### config.mk
export PLATFORM = sky130hd
export DESIGN_NAME = bsu_top
export DESIGN_NICKNAME = d
export VERILOG_FILES = /design/src/bsu_pkg.sv /design/src/bsu_top.sv /design/src/bsu_alu.sv
export SDC_FILE = /design/constraint.sdc
export NUM_CORES = 1
export LEC_CHECK = 0
export BUFFER_PORTS_ARGS = -buffer_cell sky130_fd_sc_hd__buf_2
export CAP_MARGIN = 5
export CORE_ASPECT_RATIO = 0.6
export CORE_MARGIN = 2
export CORE_UTILIZATION = 35
export CTS_BUF_LIST = sky130_fd_sc_hd__clkbuf_16
export DETAILED_ROUTE_END_ITERATION = 7
export MAX_ROUTING_LAYER = met4
export SLEW_MARGIN = 20
export SYNTH_ARGS = -nofsm -noshare
export SYNTH_HDL_FRONTEND = slang
export SYNTH_SLANG_ARGS = --single-unit
### constraint.sdc
create_clock -name REF_CLK -period 6.36 [get_ports REF_CLK]
set_input_delay 0.318 -clock REF_CLK [delete_from_list [all_inputs] [get_ports REF_CLK]]
set_output_delay 0.318 -clock REF_CLK [all_outputs]
set_load 0.05 [all_outputs]
### src/bsu_pkg.sv
// What this block does
// - zero_register writes zero, updates Z N V; all_ones_register loads FF, 1 cycle
// - relative_jump goes to PC+k+1, pointer_jump to Z; 2 cycles, no flags
// - calls target PC+k+1 or Z in 3 cycles; both exits reload PC in 4
// - interrupt_exit also sets I; subroutine_exit leaves every flag alone
// - compare_skip_equal skips when equal: PC+2 or +3, 1/2/3 cycles, no flags
// - compares subtract without storing, update Z N V C H, 1 cycle
// - skip_reg_bit_zero skips when the chosen register bit is 0
// - skip_reg_bit_one skips when the chosen register bit is 1
// - skip_io_bit_zero skips when the chosen I/O bit is 0
// - skip_io_bit_one skips when the chosen I/O bit is 1
// - branch_flag_one branches on a set status bit, 1 or 2 cycles
// - branch_flag_zero branches on a clear status bit, 1 or 2 cycles
// - equal/not-equal on Z, carry/lower/higher on C, negative/positive on N
// - branch_signed_ge taken when N xor V is 0
// - branch_signed_less taken when N xor V is 1
// - half-carry branches test H, transfer-bit branches test T
// - overflow branches test V set or clear
// - interrupt-state branches test I, change no flags
// - io_bit_force_one and io_bit_force_zero touch only one bit, 2 cycles
// - shift_left_logical moves bits up, zero into bit 0, Z C N V
// - shift_right_logical moves bits down, zero into bit 7, Z C N V
// - rotate_left_carry feeds carry into bit 0, old bit 7 to carry
package bsu_pkg;

    localparam int PC_W  = 16;
    localparam int OFF_W = 12;

    localparam logic [7:0] ADDR_CTRL   = 8'h00;
    localparam logic [7:0] ADDR_OPND   = 8'h04;
    localparam logic [7:0] ADDR_PC     = 8'h08;
    localparam logic [7:0] ADDR_ZPTR   = 8'h0C;
    localparam logic [7:0] ADDR_STACK  = 8'h10;
    localparam logic [7:0] ADDR_FLAGS  = 8'h14;
    localparam logic [7:0] ADDR_OFFSET = 8'h18;
    localparam logic [7:0] ADDR_IO     = 8'h1C;
    localparam logic [7:0] ADDR_RESULT = 8'h20;
    localparam logic [7:0] ADDR_STATUS = 8'h24;

    localparam int CTRL_START_BIT = 0;
    localparam int CTRL_OP_LSB    = 8;
    localparam int OPND_RD_LSB    = 0;
    localparam int OPND_RR_LSB    = 8;
    localparam int OPND_BIT_LSB   = 16;
    localparam int OPND_LONG_BIT  = 19;
    localparam int STAT_BUSY_BIT  = 0;
    localparam int STAT_ILL_BIT   = 1;
    localparam int STAT_CYC_LSB   = 4;

    localparam int FLAG_C = 0;
    localparam int FLAG_Z = 1;
    localparam int FLAG_N = 2;
    localparam int FLAG_V = 3;
    localparam int FLAG_S = 4;
    localparam int FLAG_H = 5;
    localparam int FLAG_T = 6;
    localparam int FLAG_I = 7;

    localparam logic [7:0]      RST_BYTE = 8'h00;
    localparam logic [PC_W-1:0] RST_PC   = 16'h0000;
    localparam logic [7:0]      ONES     = 8'hFF;

    localparam logic [2:0] CYC_SINGLE     = 3'h1;
    localparam logic [2:0] CYC_JUMP       = 3'h2;
    localparam logic [2:0] CYC_CALL       = 3'h3;
    localparam logic [2:0] CYC_RETURN     = 3'h4;
    localparam logic [2:0] CYC_IO_BIT     = 3'h2;
    localparam logic [2:0] CYC_TAKEN      = 3'h2;
    localparam logic [2:0] CYC_SKIP_SHORT = 3'h2;
    localparam logic [2:0] CYC_SKIP_LONG  = 3'h3;
    localparam logic [PC_W-1:0] STEP_ONE        = 16'h0001;
    localparam logic [PC_W-1:0] STEP_SKIP_SHORT = 16'h0002;
    localparam logic [PC_W-1:0] STEP_SKIP_LONG  = 16'h0003;

    typedef enum logic [5:0] {
        OP_ZERO_REGISTER           = 6'h00,
        OP_ALL_ONES_REGISTER       = 6'h01,
        OP_RELATIVE_JUMP           = 6'h02,
        OP_POINTER_JUMP            = 6'h03,
        OP_RELATIVE_CALL           = 6'h04,
        OP_POINTER_CALL            = 6'h05,
        OP_SUBROUTINE_EXIT         = 6'h06,
        OP_INTERRUPT_EXIT          = 6'h07,
        OP_COMPARE_SKIP_EQUAL      = 6'h08,
        OP_COMPARE_REGS            = 6'h09,
        OP_COMPARE_WITH_BORROW     = 6'h0A,
        OP_COMPARE_IMMEDIATE       = 6'h0B,
        OP_SKIP_REG_BIT_ZERO       = 6'h0C,
        OP_SKIP_REG_BIT_ONE        = 6'h0D,
        OP_SKIP_IO_BIT_ZERO        = 6'h0E,
        OP_SKIP_IO_BIT_ONE         = 6'h0F,
        OP_BRANCH_FLAG_ONE         = 6'h10,
        OP_BRANCH_FLAG_ZERO        = 6'h11,
        OP_BRANCH_EQUAL            = 6'h12,
        OP_BRANCH_NOT_EQUAL        = 6'h13,
        OP_BRANCH_CARRY_ONE        = 6'h14,
        OP_BRANCH_CARRY_ZERO       = 6'h15,
        OP_BRANCH_SAME_OR_HIGHER   = 6'h16,
        OP_BRANCH_LOWER            = 6'h17,
        OP_BRANCH_NEGATIVE         = 6'h18,
        OP_BRANCH_POSITIVE         = 6'h19,
        OP_BRANCH_SIGNED_GE        = 6'h1A,
        OP_BRANCH_SIGNED_LESS      = 6'h1B,
        OP_BRANCH_HALF_CARRY_ONE   = 6'h1C,
        OP_BRANCH_HALF_CARRY_ZERO  = 6'h1D,
        OP_BRANCH_TRANSFER_BIT_ONE = 6'h1E,
        OP_BRANCH_TRANSFER_BIT_ZERO = 6'h1F,
        OP_BRANCH_OVERFLOW_ONE     = 6'h20,
        OP_BRANCH_OVERFLOW_ZERO    = 6'h21,
        OP_BRANCH_INTERRUPTS_ON    = 6'h22,
        OP_BRANCH_INTERRUPTS_OFF   = 6'h23,
        OP_IO_BIT_FORCE_ONE        = 6'h24,
        OP_IO_BIT_FORCE_ZERO       = 6'h25,
        OP_SHIFT_LEFT_LOGICAL      = 6'h26,
        OP_SHIFT_RIGHT_LOGICAL     = 6'h27,
        OP_ROTATE_LEFT_CARRY       = 6'h28
    } bsu_op_t;

    localparam bsu_op_t RST_OP = OP_ZERO_REGISTER;

    typedef enum logic [1:0] {
        ST_IDLE = 2'b01,
        ST_RUN  = 2'b10
    } bsu_state_t;

    typedef struct packed {
        logic [7:0] result;
        logic [7:0] flags;
        logic       writes_rd;
    } bsu_alu_t;

endpackage

### src/bsu_top.sv
`timescale 1ns/1ps
module bsu_top #(
    parameter int ADDR_W = 8
) (
    input  wire logic              REF_CLK,
    input  wire logic              RST_N,
    input  wire logic              PSEL,
    input  wire logic              PENABLE,
    input  wire logic              PWRITE,
    input  wire logic [ADDR_W-1:0] PADDR,
    input  wire logic [31:0]       PWDATA,
    output logic      [31:0]       PRDATA,
    output logic                   PREADY,
    output logic                   PSLVERR,
    output logic                   BUSY
);
    import bsu_pkg::*;

    bsu_state_t             state_ff;
    bsu_op_t                op_ff;
    logic [7:0]             rd_ff;
    logic [7:0]             rr_ff;
    logic [2:0]             bit_ff;
    logic                   long_ff;
    logic [PC_W-1:0]        pc_ff;
    logic [PC_W-1:0]        zptr_ff;
    logic [PC_W-1:0]        stack_ff;
    logic [7:0]             flags_ff;
    logic [OFF_W-1:0]       offset_ff;
    logic [7:0]             io_ff;
    logic [7:0]             result_ff;
    logic [2:0]             cnt_ff;
    logic [2:0]             last_cyc_ff;
    logic                   illegal_ff;
    logic                   pready_ff;
    logic                   pslverr_ff;
    logic [31:0]            prdata_ff;
    logic                   busy_ff;

    bsu_alu_t               alu;
    logic                   apb_done;
    logic                   mapped;
    logic                   wr_ok;
    logic                   refuse;
    logic                   start;
    logic                   commit;
    logic [31:0]            rd_mux;
    logic [PC_W-1:0]        k_ext;
    logic [PC_W-1:0]        pc_rel;
    logic [PC_W-1:0]        pc_step;
    logic [PC_W-1:0]        skip_step;
    logic [2:0]             skip_cyc;
    logic                   is_skip;
    logic                   is_branch;
    logic                   cond;
    logic                   known_op;
    logic [PC_W-1:0]        nxt_pc;
    logic [PC_W-1:0]        nxt_stack;
    logic [7:0]             nxt_flags;
    logic [7:0]             nxt_io;
    logic [2:0]             need_cyc;

    function automatic logic hit(input logic [ADDR_W-1:0] a, input logic [7:0] off);
        hit = (a == ADDR_W'(off));
    endfunction

    // polarity and source bit of every skip and branch in one place
    function automatic logic test_cond(input bsu_op_t op, input logic [7:0] f,
                                       input logic [7:0] rd, input logic [7:0] rr,
                                       input logic [7:0] io, input logic [2:0] b);
        case (op)
            OP_COMPARE_SKIP_EQUAL:       test_cond = (rd == rr);
            OP_SKIP_REG_BIT_ZERO:        test_cond = ~rr[b];
            OP_SKIP_REG_BIT_ONE:         test_cond = rr[b];
            OP_SKIP_IO_BIT_ZERO:         test_cond = ~io[b];
            OP_SKIP_IO_BIT_ONE:          test_cond = io[b];
            OP_BRANCH_FLAG_ONE:          test_cond = f[b];
            OP_BRANCH_FLAG_ZERO:         test_cond = ~f[b];
            OP_BRANCH_EQUAL:             test_cond = f[FLAG_Z];
            OP_BRANCH_NOT_EQUAL:         test_cond = ~f[FLAG_Z];
            OP_BRANCH_CARRY_ONE:         test_cond = f[FLAG_C];
            OP_BRANCH_LOWER:             test_cond = f[FLAG_C];
            OP_BRANCH_CARRY_ZERO:        test_cond = ~f[FLAG_C];
            OP_BRANCH_SAME_OR_HIGHER:    test_cond = ~f[FLAG_C];
            OP_BRANCH_NEGATIVE:          test_cond = f[FLAG_N];
            OP_BRANCH_POSITIVE:          test_cond = ~f[FLAG_N];
            OP_BRANCH_SIGNED_GE:         test_cond = ~(f[FLAG_N] ^ f[FLAG_V]);
            OP_BRANCH_SIGNED_LESS:       test_cond = f[FLAG_N] ^ f[FLAG_V];
            OP_BRANCH_HALF_CARRY_ONE:    test_cond = f[FLAG_H];
            OP_BRANCH_HALF_CARRY_ZERO:   test_cond = ~f[FLAG_H];
            OP_BRANCH_TRANSFER_BIT_ONE:  test_cond = f[FLAG_T];
            OP_BRANCH_TRANSFER_BIT_ZERO: test_cond = ~f[FLAG_T];
            OP_BRANCH_OVERFLOW_ONE:      test_cond = f[FLAG_V];
            OP_BRANCH_OVERFLOW_ZERO:     test_cond = ~f[FLAG_V];
            OP_BRANCH_INTERRUPTS_ON:     test_cond = f[FLAG_I];
            OP_BRANCH_INTERRUPTS_OFF:    test_cond = ~f[FLAG_I];
            default:                     test_cond = 1'b0;
        endcase
    endfunction

    bsu_alu u_alu (
        .op    (op_ff),
        .rd    (rd_ff),
        .rr    ((op_ff == OP_COMPARE_IMMEDIATE) ? rr_ff : rr_ff),
        .flags (flags_ff),
        .res   (alu)
    );

    // apb: answer lands one cycle into the access phase
    assign apb_done = PSEL & PENABLE & pready_ff;
    assign mapped   = hit(PADDR, ADDR_CTRL) | hit(PADDR, ADDR_OPND) | hit(PADDR, ADDR_PC)
                    | hit(PADDR, ADDR_ZPTR) | hit(PADDR, ADDR_STACK) | hit(PADDR, ADDR_FLAGS)
                    | hit(PADDR, ADDR_OFFSET) | hit(PADDR, ADDR_IO)
                    | hit(PADDR, ADDR_RESULT) | hit(PADDR, ADDR_STATUS);
    // writes during execution would tear the operands, so they are refused
    assign refuse   = ~mapped | (PWRITE & busy_ff);
    // registered verdict: busy may fall between the error decision and the ready edge
    assign wr_ok    = apb_done & PWRITE & ~pslverr_ff;
    assign start    = wr_ok & hit(PADDR, ADDR_CTRL) & PWDATA[CTRL_START_BIT];
    assign commit   = (state_ff == ST_RUN) & (cnt_ff == need_cyc);

    assign rd_mux =
        hit(PADDR, ADDR_CTRL)   ? {18'h00000, 6'(op_ff), 8'h00} :
        hit(PADDR, ADDR_OPND)   ? {12'h000, long_ff, bit_ff, rr_ff, rd_ff} :
        hit(PADDR, ADDR_PC)     ? {16'h0000, pc_ff} :
        hit(PADDR, ADDR_ZPTR)   ? {16'h0000, zptr_ff} :
        hit(PADDR, ADDR_STACK)  ? {16'h0000, stack_ff} :
        hit(PADDR, ADDR_FLAGS)  ? {24'h000000, flags_ff} :
        hit(PADDR, ADDR_OFFSET) ? {20'h00000, offset_ff} :
        hit(PADDR, ADDR_IO)     ? {24'h000000, io_ff} :
        hit(PADDR, ADDR_RESULT) ? {24'h000000, result_ff} :
        hit(PADDR, ADDR_STATUS) ? {25'h0000000, last_cyc_ff, 2'h0, illegal_ff, busy_ff} :
                                  32'h00000000;

    // sign extension lets targets lie behind the current word
    assign k_ext     = {{(PC_W-OFF_W){offset_ff[OFF_W-1]}}, offset_ff};
    assign pc_step   = pc_ff + STEP_ONE;
    assign pc_rel    = pc_ff + k_ext + STEP_ONE;
    assign skip_step = long_ff ? STEP_SKIP_LONG : STEP_SKIP_SHORT;
    assign skip_cyc  = long_ff ? CYC_SKIP_LONG : CYC_SKIP_SHORT;
    assign is_skip   = (op_ff == OP_COMPARE_SKIP_EQUAL) || (op_ff == OP_SKIP_REG_BIT_ZERO)
                    || (op_ff == OP_SKIP_REG_BIT_ONE) || (op_ff == OP_SKIP_IO_BIT_ZERO)
                    || (op_ff == OP_SKIP_IO_BIT_ONE);
    assign is_branch = (op_ff >= OP_BRANCH_FLAG_ONE) && (op_ff <= OP_BRANCH_INTERRUPTS_OFF);
    assign known_op  = (op_ff <= OP_ROTATE_LEFT_CARRY);
    assign cond      = test_cond(op_ff, flags_ff, rd_ff, rr_ff, io_ff, bit_ff);

    always_comb begin
        nxt_pc    = pc_step;
        nxt_stack = stack_ff;
        nxt_flags = flags_ff;
        nxt_io    = io_ff;
        need_cyc  = CYC_SINGLE;
        case (op_ff)
            OP_ZERO_REGISTER, OP_COMPARE_REGS, OP_COMPARE_WITH_BORROW, OP_COMPARE_IMMEDIATE,
            OP_SHIFT_LEFT_LOGICAL, OP_SHIFT_RIGHT_LOGICAL, OP_ROTATE_LEFT_CARRY: begin
                nxt_flags = alu.flags;
            end
            OP_RELATIVE_JUMP: begin
                nxt_pc   = pc_rel;
                need_cyc = CYC_JUMP;
            end
            OP_POINTER_JUMP: begin
                nxt_pc   = zptr_ff;
                need_cyc = CYC_JUMP;
            end
            OP_RELATIVE_CALL: begin
                nxt_stack = pc_step;
                nxt_pc    = pc_rel;
                need_cyc  = CYC_CALL;
            end
            OP_POINTER_CALL: begin
                nxt_stack = pc_step;
                nxt_pc    = zptr_ff;
                need_cyc  = CYC_CALL;
            end
            OP_SUBROUTINE_EXIT: begin
                nxt_pc   = stack_ff;
                need_cyc = CYC_RETURN;
            end
            OP_INTERRUPT_EXIT: begin
                nxt_pc           = stack_ff;
                nxt_flags[FLAG_I] = 1'b1;
                need_cyc         = CYC_RETURN;
            end
            OP_IO_BIT_FORCE_ONE: begin
                nxt_io[bit_ff] = 1'b1;
                need_cyc       = CYC_IO_BIT;
            end
            OP_IO_BIT_FORCE_ZERO: begin
                nxt_io[bit_ff] = 1'b0;
                need_cyc       = CYC_IO_BIT;
            end
            default: begin
                if (is_skip && cond) begin
                    nxt_pc   = pc_ff + skip_step;
                    need_cyc = skip_cyc;
                end else if (is_branch && cond) begin
                    nxt_pc   = pc_rel;
                    need_cyc = CYC_TAKEN;
                end
            end
        endcase
    end

    always_ff @(posedge REF_CLK or negedge RST_N) begin
        if (!RST_N) begin
            pready_ff  <= 1'b0;
            pslverr_ff <= 1'b0;
            prdata_ff  <= 32'h00000000;
        end else begin
            pready_ff  <= PSEL & PENABLE & ~pready_ff;
            pslverr_ff <= PSEL & PENABLE & ~pready_ff & refuse;
            prdata_ff  <= (PSEL & PENABLE & ~pready_ff & ~PWRITE) ? rd_mux : 32'h00000000;
        end
    end

    always_ff @(posedge REF_CLK or negedge RST_N) begin
        if (!RST_N) begin
            state_ff    <= ST_IDLE;
            cnt_ff      <= CYC_SINGLE;
            busy_ff     <= 1'b0;
            last_cyc_ff <= 3'h0;
        end else begin
            case (state_ff)
                ST_IDLE: begin
                    if (start) begin
                        state_ff <= ST_RUN;
                        busy_ff  <= 1'b1;
                    end
                    cnt_ff <= CYC_SINGLE;
                end
                ST_RUN: begin
                    if (commit) begin
                        state_ff    <= ST_IDLE;
                        busy_ff     <= 1'b0;
                        last_cyc_ff <= need_cyc;
                        cnt_ff      <= CYC_SINGLE;
                    end else begin
                        cnt_ff <= cnt_ff + 3'h1;
                    end
                end
                default: begin
                    state_ff <= ST_IDLE;
                    busy_ff  <= 1'b0;
                end
            endcase
        end
    end

    // software writes only while idle, the engine writes only on commit
    always_ff @(posedge REF_CLK or negedge RST_N) begin
        if (!RST_N) begin
            op_ff <= RST_OP;
            rd_ff <= RST_BYTE;
            rr_ff <= RST_BYTE;
            bit_ff <= 3'h0;
            long_ff <= 1'b0;
            zptr_ff <= RST_PC;
            offset_ff <= 12'h000;
        end else if (wr_ok) begin
            if (hit(PADDR, ADDR_CTRL)) begin
                op_ff <= bsu_op_t'(PWDATA[CTRL_OP_LSB +: 6]);
            end
            if (hit(PADDR, ADDR_OPND)) begin
                rd_ff   <= PWDATA[OPND_RD_LSB +: 8];
                rr_ff   <= PWDATA[OPND_RR_LSB +: 8];
                bit_ff  <= PWDATA[OPND_BIT_LSB +: 3];
                long_ff <= PWDATA[OPND_LONG_BIT];
            end
            if (hit(PADDR, ADDR_ZPTR)) begin
                zptr_ff <= PWDATA[PC_W-1:0];
            end
            if (hit(PADDR, ADDR_OFFSET)) begin
                offset_ff <= PWDATA[OFF_W-1:0];
            end
        end
    end

    always_ff @(posedge REF_CLK or negedge RST_N) begin
        if (!RST_N) begin
            pc_ff      <= RST_PC;
            stack_ff   <= RST_PC;
            flags_ff   <= RST_BYTE;
            io_ff      <= RST_BYTE;
            result_ff  <= RST_BYTE;
            illegal_ff <= 1'b0;
        end else if (commit) begin
            pc_ff      <= nxt_pc;
            stack_ff   <= nxt_stack;
            flags_ff   <= nxt_flags;
            io_ff      <= nxt_io;
            illegal_ff <= ~known_op;
            if (alu.writes_rd) begin
                result_ff <= alu.result;
            end
        end else if (wr_ok) begin
            if (hit(PADDR, ADDR_PC)) begin
                pc_ff <= PWDATA[PC_W-1:0];
            end
            if (hit(PADDR, ADDR_STACK)) begin
                stack_ff <= PWDATA[PC_W-1:0];
            end
            if (hit(PADDR, ADDR_FLAGS)) begin
                flags_ff <= PWDATA[7:0];
            end
            if (hit(PADDR, ADDR_IO)) begin
                io_ff <= PWDATA[7:0];
            end
        end
    end

    assign PRDATA  = prdata_ff;
    assign PREADY  = pready_ff;
    assign PSLVERR = pslverr_ff;
    assign BUSY    = busy_ff;

endmodule

### src/bsu_alu.sv
`timescale 1ns/1ps
module bsu_alu (
    input  wire bsu_pkg::bsu_op_t op,
    input  wire logic [7:0]       rd,
    input  wire logic [7:0]       rr,
    input  wire logic [7:0]       flags,
    output bsu_pkg::bsu_alu_t     res
);
    import bsu_pkg::*;

    logic [8:0] diff;
    logic [7:0] r;
    logic       borrow_in;
    logic       is_cmp;

    assign is_cmp    = (op == OP_COMPARE_REGS) || (op == OP_COMPARE_WITH_BORROW)
                       || (op == OP_COMPARE_IMMEDIATE);
    // carry only enters the compare-with-borrow form
    assign borrow_in = (op == OP_COMPARE_WITH_BORROW) ? flags[FLAG_C] : 1'b0;
    assign diff      = {1'b0, rd} - {1'b0, rr} - {8'h00, borrow_in};
    assign r         = diff[7:0];

    always_comb begin
        res           = '0;
        res.flags     = flags;
        res.writes_rd = 1'b0;
        case (op)
            OP_ZERO_REGISTER: begin
                res.result        = rd ^ rd;
                res.writes_rd     = 1'b1;
                res.flags[FLAG_Z] = 1'b1;
                res.flags[FLAG_N] = 1'b0;
                res.flags[FLAG_V] = 1'b0;
            end
            OP_ALL_ONES_REGISTER: begin
                res.result    = ONES;
                res.writes_rd = 1'b1;
            end
            OP_SHIFT_LEFT_LOGICAL: begin
                res.result        = {rd[6:0], 1'b0};
                res.writes_rd     = 1'b1;
                res.flags[FLAG_C] = rd[7];
                res.flags[FLAG_N] = rd[6];
                res.flags[FLAG_V] = rd[6] ^ rd[7];
                res.flags[FLAG_Z] = (rd[6:0] == 7'h00);
            end
            OP_SHIFT_RIGHT_LOGICAL: begin
                res.result        = {1'b0, rd[7:1]};
                res.writes_rd     = 1'b1;
                res.flags[FLAG_C] = rd[0];
                res.flags[FLAG_N] = 1'b0;
                res.flags[FLAG_V] = rd[0];
                res.flags[FLAG_Z] = (rd[7:1] == 7'h00);
            end
            OP_ROTATE_LEFT_CARRY: begin
                res.result        = {rd[6:0], flags[FLAG_C]};
                res.writes_rd     = 1'b1;
                res.flags[FLAG_C] = rd[7];
                res.flags[FLAG_N] = rd[6];
                res.flags[FLAG_V] = rd[6] ^ rd[7];
                res.flags[FLAG_Z] = ({rd[6:0], flags[FLAG_C]} == 8'h00);
            end
            default: begin
                if (is_cmp) begin
                    // difference is discarded, only the flags survive
                    res.flags[FLAG_Z] = (r == 8'h00);
                    res.flags[FLAG_N] = r[7];
                    res.flags[FLAG_C] = diff[8];
                    res.flags[FLAG_V] = (rd[7] & ~rr[7] & ~r[7]) | (~rd[7] & rr[7] & r[7]);
                    res.flags[FLAG_H] = (~rd[3] & rr[3]) | (rr[3] & r[3]) | (r[3] & ~rd[3]);
                end
            end
        endcase
    end
endmodule

# Word-level counts from Yosys, hierarchy flattened
# Cells that the tools add are included.
# W data, S select, Z words.
[totals]
n_memories = 0
ff_bits = 142
romBits = 0
ram_bits = 0
in_bits = 45
latch_bits = 0
elab_cells = 268
[op_classes]
n_reduce_logical = 49
muxes = 60
addsub = 7
n_bitwise = 58
n_div = 0
shift = 0
n_eq_ne = 65
mul = 0
n_lt_le_gt_ge = 5
[op_table]
columns = ["op", "n"]
rows = [
  ["$mux W16", 12],
  ["$eq A6 B5 Y1 const B", 16],
  ["$mux W8", 8],
  ["$pmux W16 S4", 1],
  ["$mux W20", 3],
  ["$eq A6 B6 Y1 const B", 9],
  ["$eq A6 B4 Y1 const B", 8],
  ["$pmux W8 S5", 1],
  ["$add A16 B1 Y16 const B", 2],
  ["$eq A8 B5 Y1 const B", 4],
  ["$eq A6 B3 Y1 const B", 4],
  ["$logic_not A8 Y1", 3],
  ["$mux W12", 2],
  ["$pmux W1 S23", 1],
  ["$not A1 Y1", 21],
  ["$and A1 B1 Y1", 18],
  ["$add A16 B16 Y16", 1],
  ["$add A16 B2 Y16", 1],
  ["$eq A8 B4 Y1 const B", 2],
  ["$eq A8 B6 Y1 const B", 2],
  ["$pmux W8 S2", 1],
  ["$reduce_and A2 Y1", 8],
  ["$reduce_or A2 Y1", 8],
  ["$pmux W3 S5", 1],
  ["49 further kinds", 107],
]

# Depth between registers and ports, before layout
[logic_depth]
ltp_word = 13
mapped_depth = 15

# Cells and area by module
# Synthesis repeated with hierarchy kept, for this count alone.
[hier_totals]
hier_cells = 1157
area_unflattened_um2 = 10689.0
[by_module_without_submodules]
columns = ["module", "instances", "seq_area_each_um2", "area_each_um2", "cells_per_inst"]
rows = [
  ["bsu_top", 1, 3530.9, 9618.0, 1004],
  ["bsu_alu", 1, 0.0, 1071.0, 153],
]

# Worst setup path after synthesis
# OpenSTA, ideal clock, no wires.
[synth_timing]
path_kind = "flip-flop to flip-flop"
start = "register bit_ff[0]"
end = "register stack_ff[5]"
t_required_ps = 6233
path_buffers = 2
setup_slack_ps = 2584
period_less_slack_ps = 3776
arrival_time_ps = 3648
setup_ps = 127
path_stages_with_launch = 12
path_cell_list = "dfrtp_1 -> buf_2 -> mux4_2 -> mux2i_1 -> mux2_2 -> or3_4 -> nor4_4 -> mux2i_2 -> nor3_4 -> mux2_4 -> buf_6 -> mux2_1"
[synth_via]
elab_chain_cells = 12
elab_cells_between_ends = 22
classes_between = "eq/ne (2); mux (11); bitwise (4); reduce/logical (5)"
[synth_lines]
columns = ["element", "line", "source"]
rows = [
  ["start, declared", "bsu_top.sv:23", "logic [2:0] bit_ff;"],
  ["start signal, assigned", "bsu_top.sv:268", "bit_ff <= PWDATA[OPND_BIT_LSB +: 3];"],
  ["$bmux W1 S3 (on tied branches)", "--", ""],
  ["$mux W1 (on tied branches)", "--", ""],
  ["$not A1 Y1 (on tied branches)", "bsu_top.sv:78, bsu_top.sv:73, bsu_top.sv:75", ""],
  ["$pmux W1 S23 *", "bsu_top.sv:71", "case (op)"],
  ["$logic_and A1 B1 Y1", "bsu_top.sv:198", "end else if (is_branch && cond) begin"],
  ["$mux W2", "bsu_top.sv:198", ""],
  ["$mux W2 *", "bsu_top.sv:195", "if (is_skip && cond) begin"],
  ["$pmux W3 S4 *", "bsu_top.sv:154", "case (op_ff)"],
  ["$eq A3 B3 Y1 *", "bsu_top.sv:120", "assign commit = (state_ff == ST_RUN) & (cnt_ff == need_cyc);"],
  ["$and A1 B1 Y1 *", "bsu_top.sv:120", ""],
  ["$ne A2 B2 Y1 (no line) / $reduce_bool A2 Y1 (equally long branches)", "--", ""],
  ["$reduce_and A3 Y1 (no line)", "--", ""],
  ["end signal, assigned", "bsu_top.sv:290", "stack_ff <= nxt_stack;"],
  ["end signal, assigned", "bsu_top.sv:302", "stack_ff <= PWDATA[PC_W-1:0];"],
  ["end, declared", "bsu_top.sv:27", "logic [PC_W-1:0] stack_ff;"],
]
# Every way passes the cells marked *; elsewhere a longest branch is shown, timed or not. The select of a mux whose other input is x is not followed.
# A chain may end at the register's enable or synchronous reset.

# Final worst setup path
[layout_timing]
start = "register bit_ff[0]"
end = "register stack_ff[4]"
# The elaborated chain is that of the path after synthesis.

==> out/qor.yml <==
worstPathMaxFanout: 37
pwr-share-clk_pct: 51.0
grtUsageMet2_pct: 32.47
status: "finished, violations left"
rows: 48
hold_viol: 0
period_needed_ns: 4.762
worstHoldStart: "PWDATA[18]"
synth_cell_types: 94
cp_top_family: "multiplexers"
rsz0062_at_grt: "false"
post-route-period-util_pct: 74.87
p_leak_nw: 5.063
dr.pass1.iters: 8
cts_sinks: 141
drive_above_1_share_pct: 18.98
synth_edf_count: 0
yosysSeqAreaShare_pct: 33.85
mostFrequentLayoutCell: "dfrtp_1"
yosysWarnings: 0
cts-root-buf: "clkbuf_16"
layout.nets: 1251
intPower_mw: 1.554
cpMostUsedCell: "mux2_2"
cts.clk_slew.worst_paths_ns: 0.06
start_kind: "register"
cp_slowest_cell: "dfrtp_1"
io_buffers: 55
layout.cells.non_filler: 1580
switching_share_pct: 26.07
worst_ir_drop_vdd_mv: 0.1399
antenna_left: 0
worstMarginPinSlew_ns: 1.105
grt_max_degree: 91
final_cell_area_um2: 11700
grt_overflow: 0
grt.busiest_layer: "met1"
first_global_vias: 9136
worst_setup_path_end_kind: "register"
grt_usage_pct: 26.33
r2r_slack_ns: 1.60
antenna_found_initial: 0
maxSlewViolCount: 0
met1_usage_pct: 38.40
syn2layout_area_growth_pct: 12.11
worstHoldPathType: "input pin to register"
hpwlAfterDp_um: 29640
routed-via-count: 9808
cp_num_buf_inv: 1
async_flop_share_pct: 100.0
insertedDiodeCount: 0
syn_inst: 1139
dr.first_iter.drc_count: 1361
insertion_delay_ns: 0.46
p_per_area_nw_per_um2: 179.7
cpPeakStageDelay_ns: 0.73
skew_ns: 0.01430
routed_wl_um: 39100
wl_per_cell_um: 24.74
vias_per_cell: 6.208
initial_core_util_pct: 35.96
gp_congestion: 0.9753
crit_start: "bit_ff[0]$_DFFE_PN0P_"
relSlewSlack_pct: 25.78
core_um2: 29010
layout_common_cells: "139 x dfrtp_1, 93 x nand2_1, 79 x o21ai_0"
max_freq_ghz: 0.2100
place_area_um2: 11070
drc: 1
violations: "DRC"
dieWidth_um: 226.9
post-cts-setup-buffers: 0
finalSetupViolCount: 0
power_frac_seq_pct: 43.2
grt_pass1_wl_um: 58130
clk_path_buf_depth: 2
worstPathArrival_ns: 5.10
ctsResizeCount: 0
dieArea_um2: 31250
num_io_pins: 80
worstReg2RegStart: "bit_ff[0]$_DFFE_PN0P_"
p_switching_mw: 0.5477
fin_tns_setup_ns: 0
htree_levels: 4
synthesis.area_um2: 10430
synth-main-ff-cell: "dfrtp_1"
required_ns: 6.70
cts_tree: "built"
dp.cells: 1547
combPwrFrac_pct: 5.9
numCtsBuffers: 17
crit_type: "register to register"
avgSynthCellArea_um2: 9.159
cp_cell_sequence: "mux4_2, mux2i_1, mux2_2, nor3_1, a21oi_1, or3_1, nor3_4, buf_4, mux2_4, mux2_2"
met3_usage_pct: 10.94
ys_ff_latch: 141
drv_cap: 0
dieHeight_um: 137.7
worst register-to-register path, cell delays in order, from the launching register on:
cell,delay [ns]
dfrtp_1,0.73
mux4_2,0.58
mux2i_1,0.20
mux2_2,0.37
nor3_1,0.39
a21oi_1,0.14
or3_1,0.64
nor3_4,0.27
buf_4,0.45
mux2_4,0.49
mux2_2,0.39
final timing paths:
kind,end,cells past startpoint
worst max-delay path,stack_ff[4]$_DFFE_PN0P_,10
max in group asynchronous,stack_ff[8]$_DFFE_PN0P_,3
worst min register to register,illegal_ff$_DFFE_PN0N_,2
worst min-delay path,bit_ff[2]$_DFFE_PN0P_,2
min in group asynchronous,PRDATA[17]$_DFF_PN0_,2
worst max register to register,stack_ff[4]$_DFFE_PN0P_,10
power groups by stage:
stage	registers, mW	logic (mW)	clock network (mW)
after detailed placement	0.923	0.121	0
after CTS	0.907	0.122	1.08
after global placement	0.923	0.121	0
after floorplan	0.923	0.0630	0
final	0.907	0.123	1.07
after global routing	0.907	0.133	1.12
stage by stage:
step / hold slack (ns) / utilization, % / setup slack [ns] / power, mW
after floorplan: 0.02241 / - / 2.584 / 0.9861
after detailed placement: 0.4672 / 38.16 / 1.732 / 1.045
after global placement: 0.4680 / 38.13 / 1.790 / 1.044
after global routing: 0.09470 / 40.32 / 1.344 / 2.164
after CTS: 0.08728 / 40.31 / 1.719 / 2.113
final: 0.09805 / 40.32 / 1.598 / 2.101
logic make-up after synthesis:
| family | Yosys count | share of synthesized area (%) |
|---|---|---|
| adder cells (fa/ha/maj) | 39 | 4.893 |
| multiplexers | 116 | 12.58 |
| AND/OR/NAND/NOR | 323 | 15.68 |
| XOR/XNOR | 49 | 4.258 |
| other | 1 | 0.03595 |
| buffers and inverters | 132 | 5.553 |
| flip-flops | 141 | 33.85 |
| AO/OA/AOI/OAI | 338 | 23.16 |
flip-flops by register name, summed over array words and instances (netlist names), 6 cells and up, named ones only:
name / flops
offset_ff: 12
result_ff: 8
op_ff: 6
flags_ff: 8
zptr_ff: 16
stack_ff: 16
rd_ff: 8
pc_ff: 16
PRDATA: 20
rr_ff: 8
layout make-up:
class | count | area [um^2]
Tap cell | 400 | 500.5
Clock inverter | 15 | 187.7
Timing Repair Buffer | 80 | 471.7
Multi-Input combinational cell | 877 | 6392
Fill cell | 2910 | 17310
Sequential cell | 141 | 3531
Inverter | 50 | 187.7
Clock buffer | 17 | 425.4
synth_stat cells (all sizes together) (15+ instances only):
cell / n / area, um^2
o221ai: 21 / 183.9
xor2: 25 / 219.0
nor3: 27 / 146.4
mux2: 75 / 848.3
a221oi: 21 / 183.9
nor2b: 16 / 100.1
inv: 49 / 183.9
buf: 29 / 192.7
ha: 36 / 450.4
nor2: 64 / 245.2
o21ai: 82 / 414.2
nand2b: 18 / 112.6
nand2: 93 / 349.1
a22oi: 30 / 225.2
a21oi: 41 / 205.2
mux2i: 37 / 374.1
dfrtp: 139 / 3478
nand3: 30 / 150.1
clkbuf: 53 / 198.9
and3: 15 / 93.84
xnor2: 23 / 201.4
timing repair:
item,in CTS,in global routing
endpoints found under the setup margin,0,0
hold buffers,1,0
endpoints found under the hold margin,45,0
metal layers:
metal | vias to the layer above | part of all wire (%)
li1 | 4326 | -
met5 | - | 0
met1 | 4807 | 47
met2 | 623 | 37
met4 | 0 | 1.7
met3 | 52 | 14
(Power assumes the default switching activity.)
